`src/fod_pkg.sv`:
```
package fod_pkg;

  // serial frame layout: write flag, address, data, most significant bit first
  localparam int FRAME_BITS = 16;
  localparam int ADDR_W = 7;
  localparam int DATA_W = 8;
  localparam logic [4:0] FRAME_BITS_M1 = 5'h0F;

  // register addresses on the serial link
  localparam logic [ADDR_W-1:0] ADDR_SETUP = 7'h01;
  localparam logic [ADDR_W-1:0] ADDR_PREP = 7'h02;
  localparam logic [ADDR_W-1:0] ADDR_ADIM = 7'h03;

  // discharge_setup_reg field positions
  localparam int CHAIN_W = 4;
  localparam int START_POS = 4;
  localparam int HALVE_POS = 5;
  localparam int SOFTEN_POS = 6;
  localparam int DONE_POS = 7;

  // values after reset
  localparam logic [DATA_W-1:0] SETUP_RST = 8'h00;
  localparam logic [DATA_W-1:0] PREP_RST = 8'h00;
  localparam logic [DATA_W-1:0] ADIM_RST = 8'hFF;

  // timing: switching period derived from the core clock
  localparam int CLK_FREQ_KHZ = 20000;
  localparam int SW_FREQ_KHZ = 400;
  localparam int SW_DIV = CLK_FREQ_KHZ / SW_FREQ_KHZ;
  localparam logic [7:0] SW_DIV_M1 = 8'(SW_DIV - 1);
  localparam logic [8:0] PREP_BASE_PERIODS = 9'h002;

  // converter output sense width
  localparam int VOUT_W = 10;

  typedef enum logic [1:0] {
    FOD_IDLE = 2'b00,
    FOD_DISCH = 2'b01,
    FOD_RECOV = 2'b10,
    FOD_BRAKE = 2'b11
  } fod_state_e;

endpackage : fod_pkg

```
`src/fod_spi_rx.sv`:
```
`timescale 1ns/1ps

module fod_spi_rx
  import fod_pkg::*;
(
  input wire logic clk,
  input wire logic rst_n,
  input wire logic sclk_pin,
  input wire logic cs_n_pin,
  input wire logic mosi_pin,
  input wire logic [DATA_W-1:0] tx_byte,
  output logic miso_out,
  output logic miso_oe_n,
  output logic frame_valid,
  output logic frame_write,
  output logic [ADDR_W-1:0] frame_addr,
  output logic [DATA_W-1:0] frame_data
);

  ////////////////////////////////////////////////////////////////////////
  logic sclk_s1, sclk_s2, sclk_d;
  logic cs_s1, cs_s2, cs_d;
  logic mosi_s1, mosi_s2;
  logic [FRAME_BITS-1:0] rx_reg;
  logic [FRAME_BITS-1:0] tx_reg;
  logic [4:0] cnt_reg;
  logic sclk_rise, sclk_fall, cs_fall, cs_rise;

  // two-stage synchronisers; the link clock is only a sampled level here
  always_ff @(posedge clk or negedge rst_n) begin
    if (!rst_n) begin
      {sclk_s1, sclk_s2, sclk_d} <= 3'h0;
      {cs_s1, cs_s2, cs_d} <= 3'h7;
      {mosi_s1, mosi_s2} <= 2'h0;
    end else begin
      sclk_s1 <= sclk_pin;
      sclk_s2 <= sclk_s1;
      sclk_d <= sclk_s2;
      cs_s1 <= cs_n_pin;
      cs_s2 <= cs_s1;
      cs_d <= cs_s2;
      mosi_s1 <= mosi_pin;
      mosi_s2 <= mosi_s1;
    end
  end

  // edges only from synchronised copies
  assign sclk_rise = sclk_s2 & ~sclk_d & ~cs_s2;
  assign sclk_fall = ~sclk_s2 & sclk_d & ~cs_s2;
  assign cs_fall = ~cs_s2 & cs_d;
  assign cs_rise = cs_s2 & ~cs_d;

  // receive shift, mosi sampled on rising sclk
  always_ff @(posedge clk or negedge rst_n) begin
    if (!rst_n) begin
      rx_reg <= '0;
      cnt_reg <= 5'h00;
    end else if (cs_fall) begin
      cnt_reg <= 5'h00;
    end else if (sclk_rise) begin
      rx_reg <= {rx_reg[FRAME_BITS-2:0], mosi_s2};
      if (cnt_reg != 5'h1F) cnt_reg <= cnt_reg + 5'h01; // saturate on overlong frames
    end
  end

  // status byte loaded at select, shifted on falling sclk
  always_ff @(posedge clk or negedge rst_n) begin
    if (!rst_n) begin
      tx_reg <= '0;
    end else if (cs_fall) begin
      tx_reg <= {tx_byte, 8'h00};
    end else if (sclk_fall) begin
      tx_reg <= {tx_reg[FRAME_BITS-2:0], 1'b0};
    end
  end

  // frame accepted only with exactly sixteen bits; short or long frames are dropped
  always_ff @(posedge clk or negedge rst_n) begin
    if (!rst_n) begin
      frame_valid <= 1'b0;
      frame_write <= 1'b0;
      frame_addr <= '0;
      frame_data <= '0;
    end else begin
      frame_valid <= cs_rise && (cnt_reg == FRAME_BITS_M1 + 5'h01);
      if (cs_rise) begin
        frame_write <= rx_reg[FRAME_BITS-1];
        frame_addr <= rx_reg[FRAME_BITS-2:DATA_W];
        frame_data <= rx_reg[DATA_W-1:0];
      end
    end
  end

  // miso driven only while selected
  always_ff @(posedge clk or negedge rst_n) begin
    if (!rst_n) begin
      miso_out <= 1'b0;
      miso_oe_n <= 1'b1;
    end else begin
      miso_out <= tx_reg[FRAME_BITS-1];
      miso_oe_n <= cs_s2;
    end
  end

endmodule : fod_spi_rx

```
`src/fod_seq.sv`:
```
`timescale 1ns/1ps

// Function
// - the start bit has weight 0x10 and the chain ratio sits in the bits below it.
// - the sequence begins at the chip-select rise that ends the frame carrying the start bit.
// - discharge ends when vout reaches numerator over denominator times vout at the start.
// - each chain ratio value also selects the short-circuit detection threshold.
// - preparation time is the delay count plus two switching periods from the jump start.
// - during discharge the inductor current is reversed and held at the switch limit.
// - the limit-halving bit halves the limit, only during discharge.
// - the compensation-softening bit reduces amplifier saturation current, only during discharge.
// - after the target a recovery phase brings current to zero, then the done flag is set.
// - after done both low-side drivers stay on until preparation time expires, then switching resumes.
// - the regulation target can be changed through the analog dimming value.
module fod_seq
  import fod_pkg::*;
(
  input wire logic core_clk,
  input wire logic arst_n,
  input wire logic spi_sclk,
  input wire logic spi_cs_n,
  input wire logic spi_mosi,
  output logic spi_miso_out,
  output logic spi_miso_oe_n,
  input wire logic [VOUT_W-1:0] vout_sense,
  input wire logic il_zero_pin,
  output logic reverse_current_en,
  output logic discharge_limit_halve,
  output logic comp_discharge_soften,
  output logic brake_low,
  output logic switching_en,
  output logic discharge_done_flag,
  output logic [CHAIN_W-1:0] short_thresh_sel,
  output logic [DATA_W-1:0] analog_dim_value,
  output logic sw_tick
);

  ////////////////////////////////////////////////////////////////////////
  logic rst_s1, rst_n_sync;
  logic il_s1, il_s2;
  logic frame_valid, frame_write;
  logic [ADDR_W-1:0] frame_addr;
  logic [DATA_W-1:0] frame_data;
  logic [DATA_W-1:0] discharge_setup_reg;
  logic [DATA_W-1:0] prep_delay_reg;
  logic [DATA_W-1:0] adim_reg;
  logic [CHAIN_W-1:0] ratio_den_reg;
  logic [CHAIN_W-1:0] ratio_num_reg;
  logic [VOUT_W-1:0] vout_init_reg;
  logic [7:0] div_reg;
  logic [8:0] prep_cnt_reg;
  logic prep_done;
  logic done_reg;
  logic start_req, setup_wr;
  logic target_hit;
  fod_state_e state_reg;

  // reset release through two flops, assertion stays asynchronous
  always_ff @(posedge core_clk or negedge arst_n) begin
    if (!arst_n) begin
      rst_s1 <= 1'b0;
      rst_n_sync <= 1'b0;
    end else begin
      rst_s1 <= 1'b1;
      rst_n_sync <= rst_s1;
    end
  end

  // current-zero comparator comes from the analog side, so synchronise it
  always_ff @(posedge core_clk or negedge rst_n_sync) begin
    if (!rst_n_sync) begin
      il_s1 <= 1'b0;
      il_s2 <= 1'b0;
    end else begin
      il_s1 <= il_zero_pin;
      il_s2 <= il_s1;
    end
  end

  ////////////////////////////////////////////////////////////////////////
  fod_spi_rx u_spi (
    .clk(core_clk),
    .rst_n(rst_n_sync),
    .sclk_pin(spi_sclk),
    .cs_n_pin(spi_cs_n),
    .mosi_pin(spi_mosi),
    .tx_byte({done_reg, discharge_setup_reg[SOFTEN_POS:0]}),
    .miso_out(spi_miso_out),
    .miso_oe_n(spi_miso_oe_n),
    .frame_valid(frame_valid),
    .frame_write(frame_write),
    .frame_addr(frame_addr),
    .frame_data(frame_data)
  );

  assign setup_wr = frame_valid && frame_write && (frame_addr == ADDR_SETUP);
  assign start_req = setup_wr && frame_data[START_POS] && (state_reg == FOD_IDLE);

  ////////////////////////////////////////////////////////////////////////
  // switching period enable from the core clock divider
  always_ff @(posedge core_clk or negedge rst_n_sync) begin
    if (!rst_n_sync) begin
      div_reg <= 8'h00;
      sw_tick <= 1'b0;
    end else begin
      sw_tick <= (div_reg == SW_DIV_M1);
      div_reg <= (div_reg == SW_DIV_M1) ? 8'h00 : div_reg + 8'h01;
    end
  end

  // register writes; start bit is a command and is not kept
  always_ff @(posedge core_clk or negedge rst_n_sync) begin
    if (!rst_n_sync) begin
      discharge_setup_reg <= SETUP_RST;
      prep_delay_reg <= PREP_RST;
      adim_reg <= ADIM_RST;
    end else if (frame_valid && frame_write) begin
      if (frame_addr == ADDR_SETUP) discharge_setup_reg <= frame_data & ~(8'h01 << START_POS);
      if (frame_addr == ADDR_PREP) prep_delay_reg <= frame_data;
      if (frame_addr == ADDR_ADIM) adim_reg <= frame_data;
    end
  end

  always_ff @(posedge core_clk or negedge rst_n_sync) begin
    if (!rst_n_sync) begin
      ratio_den_reg <= '0;
      ratio_num_reg <= '0;
      vout_init_reg <= '0;
    end else if (start_req) begin
      ratio_den_reg <= discharge_setup_reg[CHAIN_W-1:0];
      ratio_num_reg <= frame_data[CHAIN_W-1:0];
      vout_init_reg <= vout_sense;
    end
  end

  // cross-multiplied compare
  // a zero denominator has no meaning, so it ends discharge at once
  assign target_hit = (ratio_den_reg == '0) ||
    (14'(vout_sense) * 14'(ratio_den_reg) <= 14'(vout_init_reg) * 14'(ratio_num_reg));

  // prep timer in switching periods
  // counting restarts at the jump, so it overlaps discharge and recovery
  always_ff @(posedge core_clk or negedge rst_n_sync) begin
    if (!rst_n_sync) begin
      prep_cnt_reg <= 9'h000;
    end else if (start_req) begin
      prep_cnt_reg <= PREP_BASE_PERIODS + 9'(prep_delay_reg);
    end else if (sw_tick && prep_cnt_reg != 9'h000) begin
      prep_cnt_reg <= prep_cnt_reg - 9'h001;
    end
  end
  assign prep_done = (prep_cnt_reg == 9'h000);

  ////////////////////////////////////////////////////////////////////////
  // sequence state; new starts are ignored while busy
  always_ff @(posedge core_clk or negedge rst_n_sync) begin
    if (!rst_n_sync) begin
      state_reg <= FOD_IDLE;
    end else begin
      case (state_reg)
        FOD_IDLE: begin
          if (start_req) state_reg <= FOD_DISCH;
        end
        FOD_DISCH: begin
          if (target_hit) state_reg <= FOD_RECOV;
        end
        FOD_RECOV: begin
          if (il_s2) state_reg <= FOD_BRAKE;
        end
        FOD_BRAKE: begin
          if (prep_done) state_reg <= FOD_IDLE;
        end
        default: state_reg <= FOD_IDLE;
      endcase
    end
  end

  // cleared only by a new start
  always_ff @(posedge core_clk or negedge rst_n_sync) begin
    if (!rst_n_sync) begin
      done_reg <= 1'b0;
    end else if (state_reg == FOD_RECOV && il_s2) begin
      done_reg <= 1'b1;
    end else if (start_req) begin
      done_reg <= 1'b0;
    end
  end

  // registered drive outputs
  always_ff @(posedge core_clk or negedge rst_n_sync) begin
    if (!rst_n_sync) begin
      reverse_current_en <= 1'b0;
      discharge_limit_halve <= 1'b0;
      comp_discharge_soften <= 1'b0;
      brake_low <= 1'b0;
      switching_en <= 1'b0;
    end else begin
      reverse_current_en <= (state_reg == FOD_DISCH);
      discharge_limit_halve <= (state_reg == FOD_DISCH) && discharge_setup_reg[HALVE_POS];
      comp_discharge_soften <= (state_reg == FOD_DISCH) && discharge_setup_reg[SOFTEN_POS];
      brake_low <= (state_reg == FOD_BRAKE);
      switching_en <= (state_reg == FOD_IDLE);
    end
  end

  assign discharge_done_flag = done_reg;
  assign short_thresh_sel = discharge_setup_reg[CHAIN_W-1:0];
  assign analog_dim_value = adim_reg;

endmodule : fod_seq

```
`config.mk`:
```
export PLATFORM = sky130hd
export DESIGN_NAME = fod_seq
export DESIGN_NICKNAME = d
export VERILOG_FILES = /design/src/fod_pkg.sv /design/src/fod_spi_rx.sv /design/src/fod_seq.sv
export SDC_FILE = /design/constraint.sdc
export NUM_CORES = 1
export LEC_CHECK = 0
export BUFFER_PORTS_ARGS = -buffer_cell sky130_fd_sc_hd__buf_2
export CAP_MARGIN = 10
export CORE_MARGIN = 1
export CORE_UTILIZATION = 56
export DETAILED_ROUTE_END_ITERATION = 7
export GPL_TIMING_DRIVEN = 0
export PLACE_DENSITY = 0.77
export SYNTH_ARGS = -nofsm -noshare
export SYNTH_HDL_FRONTEND = slang
export SYNTH_SLANG_ARGS = --single-unit
```
`constraint.sdc`:
```
create_clock -name core_clk -period 3.9 [get_ports core_clk]
set_input_delay 0.585 -clock core_clk [delete_from_list [all_inputs] [get_ports core_clk]]
set_output_delay 0.585 -clock core_clk [all_outputs]
set_load 0.01 [all_outputs]
```
# After elaboration in Yosys (flattened, before gate mapping)

Index checks and enable logic that the tools add are counted.

Register bits after elaboration: 133
Logic and storage cells: 107
Bits of input ports: 16
Output and inout port bits: 21

Equality and inequality tests: 13
Reductions and logical operators: 25
Bitwise gates (word level): 11
Multiplexer cells: 15
Multiply operators: 2
Add/sub/neg operators: 4
$lt $le $gt $ge: 1

Operator list:

| kind                                                | count |
|---|---|
| two-way mux 16 bit                                  | 2 |
| multiplier 10 x 4 -> 14 bit                         | 2 |
| two-way mux 9 bit                                   | 2 |
| two-way mux 5 bit                                   | 3 |
| equality test 7 x 2 -> 1 bit, second input constant | 2 |
| less-or-equal comparator 14 bit                     | 1 |
| AND reduction 2 bit                                 | 5 |
| nonzero test 2 bit                                  | 5 |
| adder 2 x 8 -> 9 bit, first input constant          | 1 |
| logical AND 1 bit                                   | 9 |
| zero test 9 bit                                     | 1 |
| nonzero test 9 bit                                  | 1 |
| subtractor 9 x 1 -> 9 bit, second input constant    | 1 |
| adder 8 x 1 -> 8 bit, second input constant         | 1 |
| equality test 8 x 6 -> 1 bit, second input constant | 1 |
| two-way mux 2 bit                                   | 4 |
| two-way mux 8 bit                                   | 1 |
| != test 2 bit, second input constant                | 4 |
| one-hot mux 2 bit (4 select lines)                  | 1 |
| equality test 7 x 1 -> 1 bit, second input constant | 1 |
| AND 1 bit                                           | 6 |
| adder 5 x 1 -> 5 bit, second input constant         | 1 |
| equality test 5 bit, second input constant          | 1 |
| != test 5 bit, second input constant                | 1 |
| other kinds (8)                                     | 14 |

# Depth between registers and ports, before layout

Depth after elaboration: 6
Mapped depth: 20
Gate-level depth less buffers: 19

# Modules after synthesis

From an unflattened synthesis, not the netlist that was laid out.

Cells, all modules: 702
Area total of the unflattened synthesis: 7797.5 µm²

By module, submodules not included:

| module     | seq. area each (µm²) | times used | area each (µm²) | cells each |
|---|---|---|---|---|
| fod_seq    | 1761.7               | 1          | 5637.9          | 555 |
| fod_spi_rx | 1380.1               | 1          | 2159.6          | 147 |

# Worst setup path after synthesis

OpenSTA, ideal clock, no wires.

Kind: register -> register
Start: reg ratio_den_reg[3]
End: reg state_reg[1]
Library setup time: 125 ps
Data arrival time: 4664 ps
Stages on the path, launching flop included: 20
Slack: -889 ps
Path buffers: 1
Period minus slack after synthesis: 4789 ps
Data required time: 3775 ps
Cell sequence: dfrtp_1 > clkbuf_1 > nand2_1 > fa_1 > fa_1 > inv_1 > fa_1 > a21oi_1 > o21ai_0 > a2111oi_0 > o31ai_1 > a21oi_1 > xnor2_1 > ha_1 > and4_1 > nand4_1 > a21oi_1 > a211oi_1 > o211ai_2 > mux2_4

Longest elaborated chain between the ends: 5
Elaborated cells between the ends (all ways): 6
Those cells by class: mul (1); order compare (1); eq/ne (1); reduce/logical (3)

RTL lines:

| item                                   | line           | source |
|---|---|---|
| start: declaration                     | fod_seq.sv:47  | `logic [CHAIN_W-1:0] ratio_den_reg;` |
| start signal: assignment               | fod_seq.sv:130 | `ratio_den_reg <= discharge_setup_reg[CHAIN_W-1:0];` |
| multiplier 10 x 4 -> 14 bit            | fod_seq.sv:139 | `(14'(vout_sense) * 14'(ratio_den_reg) <= 14'(vout_init_reg) * 14'(ratio_num_reg));` |
| less-or-equal comparator 14 bit        | fod_seq.sv:139 |  |
| logical OR 1 bit *                     | fod_seq.sv:138 | `assign target_hit = (ratio_den_reg == '0) \|\|` |
| != test 2 bit (no source line) *       | -              |  |
| AND reduction 4 bit (no source line) * | -              |  |
| end signal: assignment                 | fod_seq.sv:158 | `state_reg <= FOD_IDLE;` |
| end signal: assignment                 | fod_seq.sv:162 | `if (start_req) state_reg <= FOD_DISCH;` |
| end signal: assignment                 | fod_seq.sv:165 | `if (target_hit) state_reg <= FOD_RECOV;` |
| end: declaration                       | fod_seq.sv:56  | `fod_state_e state_reg;` |

Mark *: on every way between the ends. The rest lies on a longest branch, timed or not.
A chain may end at the register's enable or synchronous reset.

# Worst setup path in the final report

Start: reg ratio_den_reg[1]
End: reg state_reg[1]

Same word-level chain as after synthesis.

==> results.txt <==
* Detailed-routing iteration count for the pre-antenna-repair pass: 5
- The design draws 3.31 mW.
- Cell Area, Synth: 7690 um^2
* Post-detail-place hpwl: 11,700 um
- Once detail routing completed, the nets flagged for antenna violations numbered 0.
- The final route contains 5,575 vias.
- Counting I/O delays and the setup requirement, the final critical path takes 4.69 ns.
- Clock Pin Slew Worst Setup and Hold Paths: 0.06 ns
- The number of antenna violations at the first check in global routing came to 0.
- In this run, the number of DRC markers left after iteration 0 of detailed routing was 276.
- Post-detailed-route wirelength per cell: 16.6 um
* Warnings, synthesis: 0
* Achievable clock frequency: 213 MHz
- Final Hold Violating Endpoints: 0
- Max Clock Skew: 0.00903 ns
* Maximum fanout along the worst path: 6
- Static power due to leakage: 4.53 nW
* Antenna cell count: 0
- Total core area: 13,300 um^2
- Crit path capture type: flip-flop
- Counting both buffers and inverters, the worst setup path holds a total of 5.
- Max cap viols: 0
* Place WS: -1.13 ns
- Leftover overflow at the end of global routing: 0
- Pin count of the biggest net entering global routing: 64
- The floorplan step defined a die boundary enclosing 14,200 um^2.
- Min-Delay Startpoint: spi_cs_n
* Bufs on Longest Clock Path: 2
* Overall die width: 119 um
- In the synthesized netlist, the number of instances is 736.
- Number of clock sinks: 125
- IR analysis of the VDD net gives a maximum drop of 330 uV.
- The register with the most flip-flops in the layout has 16 of them.
- The die is 119 um tall.
* Number of rows in the core area: 42
- Port buffer count: 36
- Via count of the first global-routing pass: 5,989
- Total number of nets in the final design: 930
- Relative to the synthesized area, the layout overhead comes to 20.5%.
- Of the cells placed in the final design, the portion with a size suffix greater than 1 is 0.279.
* Area post-placement: 8230 um^2
* Final number of setup-violating endpoints: 2
- The flow ran to the end, but the final reports show violations.
- At the later pin of the worst-skew pair, clock insertion delay measures 0.41 ns.
- Clock tree root buffer cell: clkbuf_16
* Most common library cell in the layout ignoring fill and taps: nand2_1
- Area share of the largest cell type after synthesis: 0.371
- Post-Syn Area per Cell: 10.4 um^2
* Post-synthesis cell type count: 56
- Post-synthesis register bit count: 125
* Leading area contributor after synthesis: dfrtp_1
- The checks that failed: negative setup slack.
- For this design the top-level I/O count stands at 37.
- Required time worst endpoint: 4.19 ns
- Sorting the synthesized cells by area gives the leading types as dfrtp_1, ha_1, fa_1, mux2_2, nand2_1.
- Data arrives at the worst endpoint at 4.99 ns.
- Clock tree synthesis inserted a total of 17 buffers.
- On the critical path, the stage with the largest delay is an instance of fa_1.
- The kind of cell with the highest combined delay along the critical path is adder cells.
- The finished cells cover 9260 um^2.
* RSZ-0062 raised after global routing: yes
- In this run the critical register-to-register path is launched from ratio_den_reg[1].
- In the routed design, unresolved DRC markers number 0.
- Initial core utilization: 0.578
* Post-synth net total: 845
- Worst setup path category: flip-flop to flip-flop
- After synthesis, the share of flip-flops with an asynchronous set or reset is 1.00.
* Worst slew pin tran: 0.803 ns
- For this run, the register share of the synthesized area comes to 0.409.
- Among all flip-flop cells after synthesis, the most frequent one is dfrtp_1.
- The top cell types in the final layout, fill and taps aside, are nand2_1, dfrtp_1, inv_1, ha_1, mux2_2.
* EDFF count, synth: 0
- Final weighted congestion of routability-driven global placement: 0.846
* Detailed Route WL: 16,800 um
- The worst setup path is launched from a flip-flop.
* First-pass GRT wire length: 27,900 um
- Via density per instance: 5.52
- Setup slack on the critical path of the routed design comes to -0.793 ns.
- Traced cell by cell, the critical path runs through buf_8 > and2_4 > fa_1 > inv_2 > fa_1 > inv_2 > ha_4 > nand3_2 > o211ai_1 > o41ai_2 > buf_4 > buf_4 > xnor2_2 > ha_1 > and4_1 > a221o_1 > a211oi_2 > o211ai_2 > mux2_4.
- TritonCTS clock tree: built
- Worst path max stage delay: 0.54 ns
- Power per unit of standard cell area: 357 nW/um^2
- In the finished design, the share of the clock period the worst path needs comes to 1.20.
- Worst setup path start: ratio_den_reg[1]
- Aggregate global-route resource usage: 0.252
- Remaining max-slew budget at the tightest pin: 0.465
- The total count of max-transition violations in the final report came to 0.
- Class of the tightest hold or removal check: input pin to flip-flop
- Depth of the CTS H-tree: 4
final timing paths:
kind / end / slack [ns] / cells past startpoint
setup / recovery: state_reg[1] / -0.79 / 19
hold / removal: u_spi.cs_s1 / 0.27 / 1
setup reg to reg: state_reg[1] / -0.79 / 19
hold reg to reg: il_s2 / 0.36 / 0
max in group asynchronous: prep_delay_reg[2] / 2.72 / 1
min in group asynchronous: u_spi.rx_reg[15] / 0.43 / 0
power breakdown:
group / internal, mW / leakage (nW) / total [mW] / switching (mW)
clock network: 1.01 / 0.294 / 1.57 / 0.559
registers: 1.38 / 1.56 / 1.48 / 0.0977
logic: 0.131 / 2.69 / 0.267 / 0.136
total: 2.52 / 4.53 / 3.31 / 0.792
what timing repair did:
item                                   4_1_cts  5_1_grt
setup endpoints to repair                    2        2
hold buffers                                 1        0
cloned                                       0        0
setup buffers                               12       16
gates resized for setup                     27       27
endpoints found under the hold margin        2        0
pin swaps                                   19       39
stage by stage:
| stage | TNS [ns] | util | instances | hold WS (ns) |
|---|---|---|---|---|
| after floorplan | -0.882 | - | 736 | 0.289 |
| after CTS | -1.42 | 0.681 | 994 | 0.260 |
| final | -1.54 | 0.697 | 1010 | 0.268 |
| after global routing | -1.95 | 0.697 | 1010 | 0.261 |
| after detailed placement | -2.13 | 0.619 | 949 | 0.336 |
| after global placement | -107.73 | 0.616 | 948 | 0.336 |
synthesized netlist by cell type (3+ instances only):
library cell and count:
a21o_1 4, a21oi_1 17, and2_1 54, and3_1 3
and4_1 3, buf_1 3, buf_2 3, buf_4 6
buf_6 3, clkbuf_1 12, dfrtp_1 114, dfstp_2 11
fa_1 32, ha_1 61, inv_1 61, mux2_2 52
mux2i_1 10, nand2_1 115, nand2b_1 5, nand3_1 16
nand4_1 6, nand4b_1 3, nor2_1 27, nor2b_1 4
nor3_1 5, o211ai_1 4, o21ai_0 18, o21ai_1 7
o21bai_1 6, xnor2_1 20, xor2_1 20
per-layer routing:
metal  track usage  vias to the layer above  part of all wire
met3        0.0431                       36             0.036
met4         0.119                        0             0.025
met1         0.291                     2810              0.40
li1              -                     2613                 -
met5             0                        -                 0
met2         0.451                      116              0.54
cell families after synthesis:
| logic type | after synthesis | share of synthesized area |
|---|---|---|
| muxes | 63 | 0.0911 |
| xor gates and xnor gates | 40 | 0.0456 |
| and+or+nand+nor | 252 | 0.161 |
| AOI/OAI and AO/OA | 74 | 0.0617 |
| buffers and inverters | 88 | 0.0493 |
| adders and majority gates | 93 | 0.183 |
| DFF | 125 | 0.409 |
| other | 1 | 0.000488 |
cell type report:
type                    count  area [um^2]
plain buffers              27          210
clock inverters             9          109
flip-flops and latches    125         3150
multi-input cells         523         4430
repair buffers             66          428
well taps                 176          220
fillers                   924         4030
clock buffers              23          488
inverters                  61          229
Note: power is estimated with default switching activity, not from simulation.
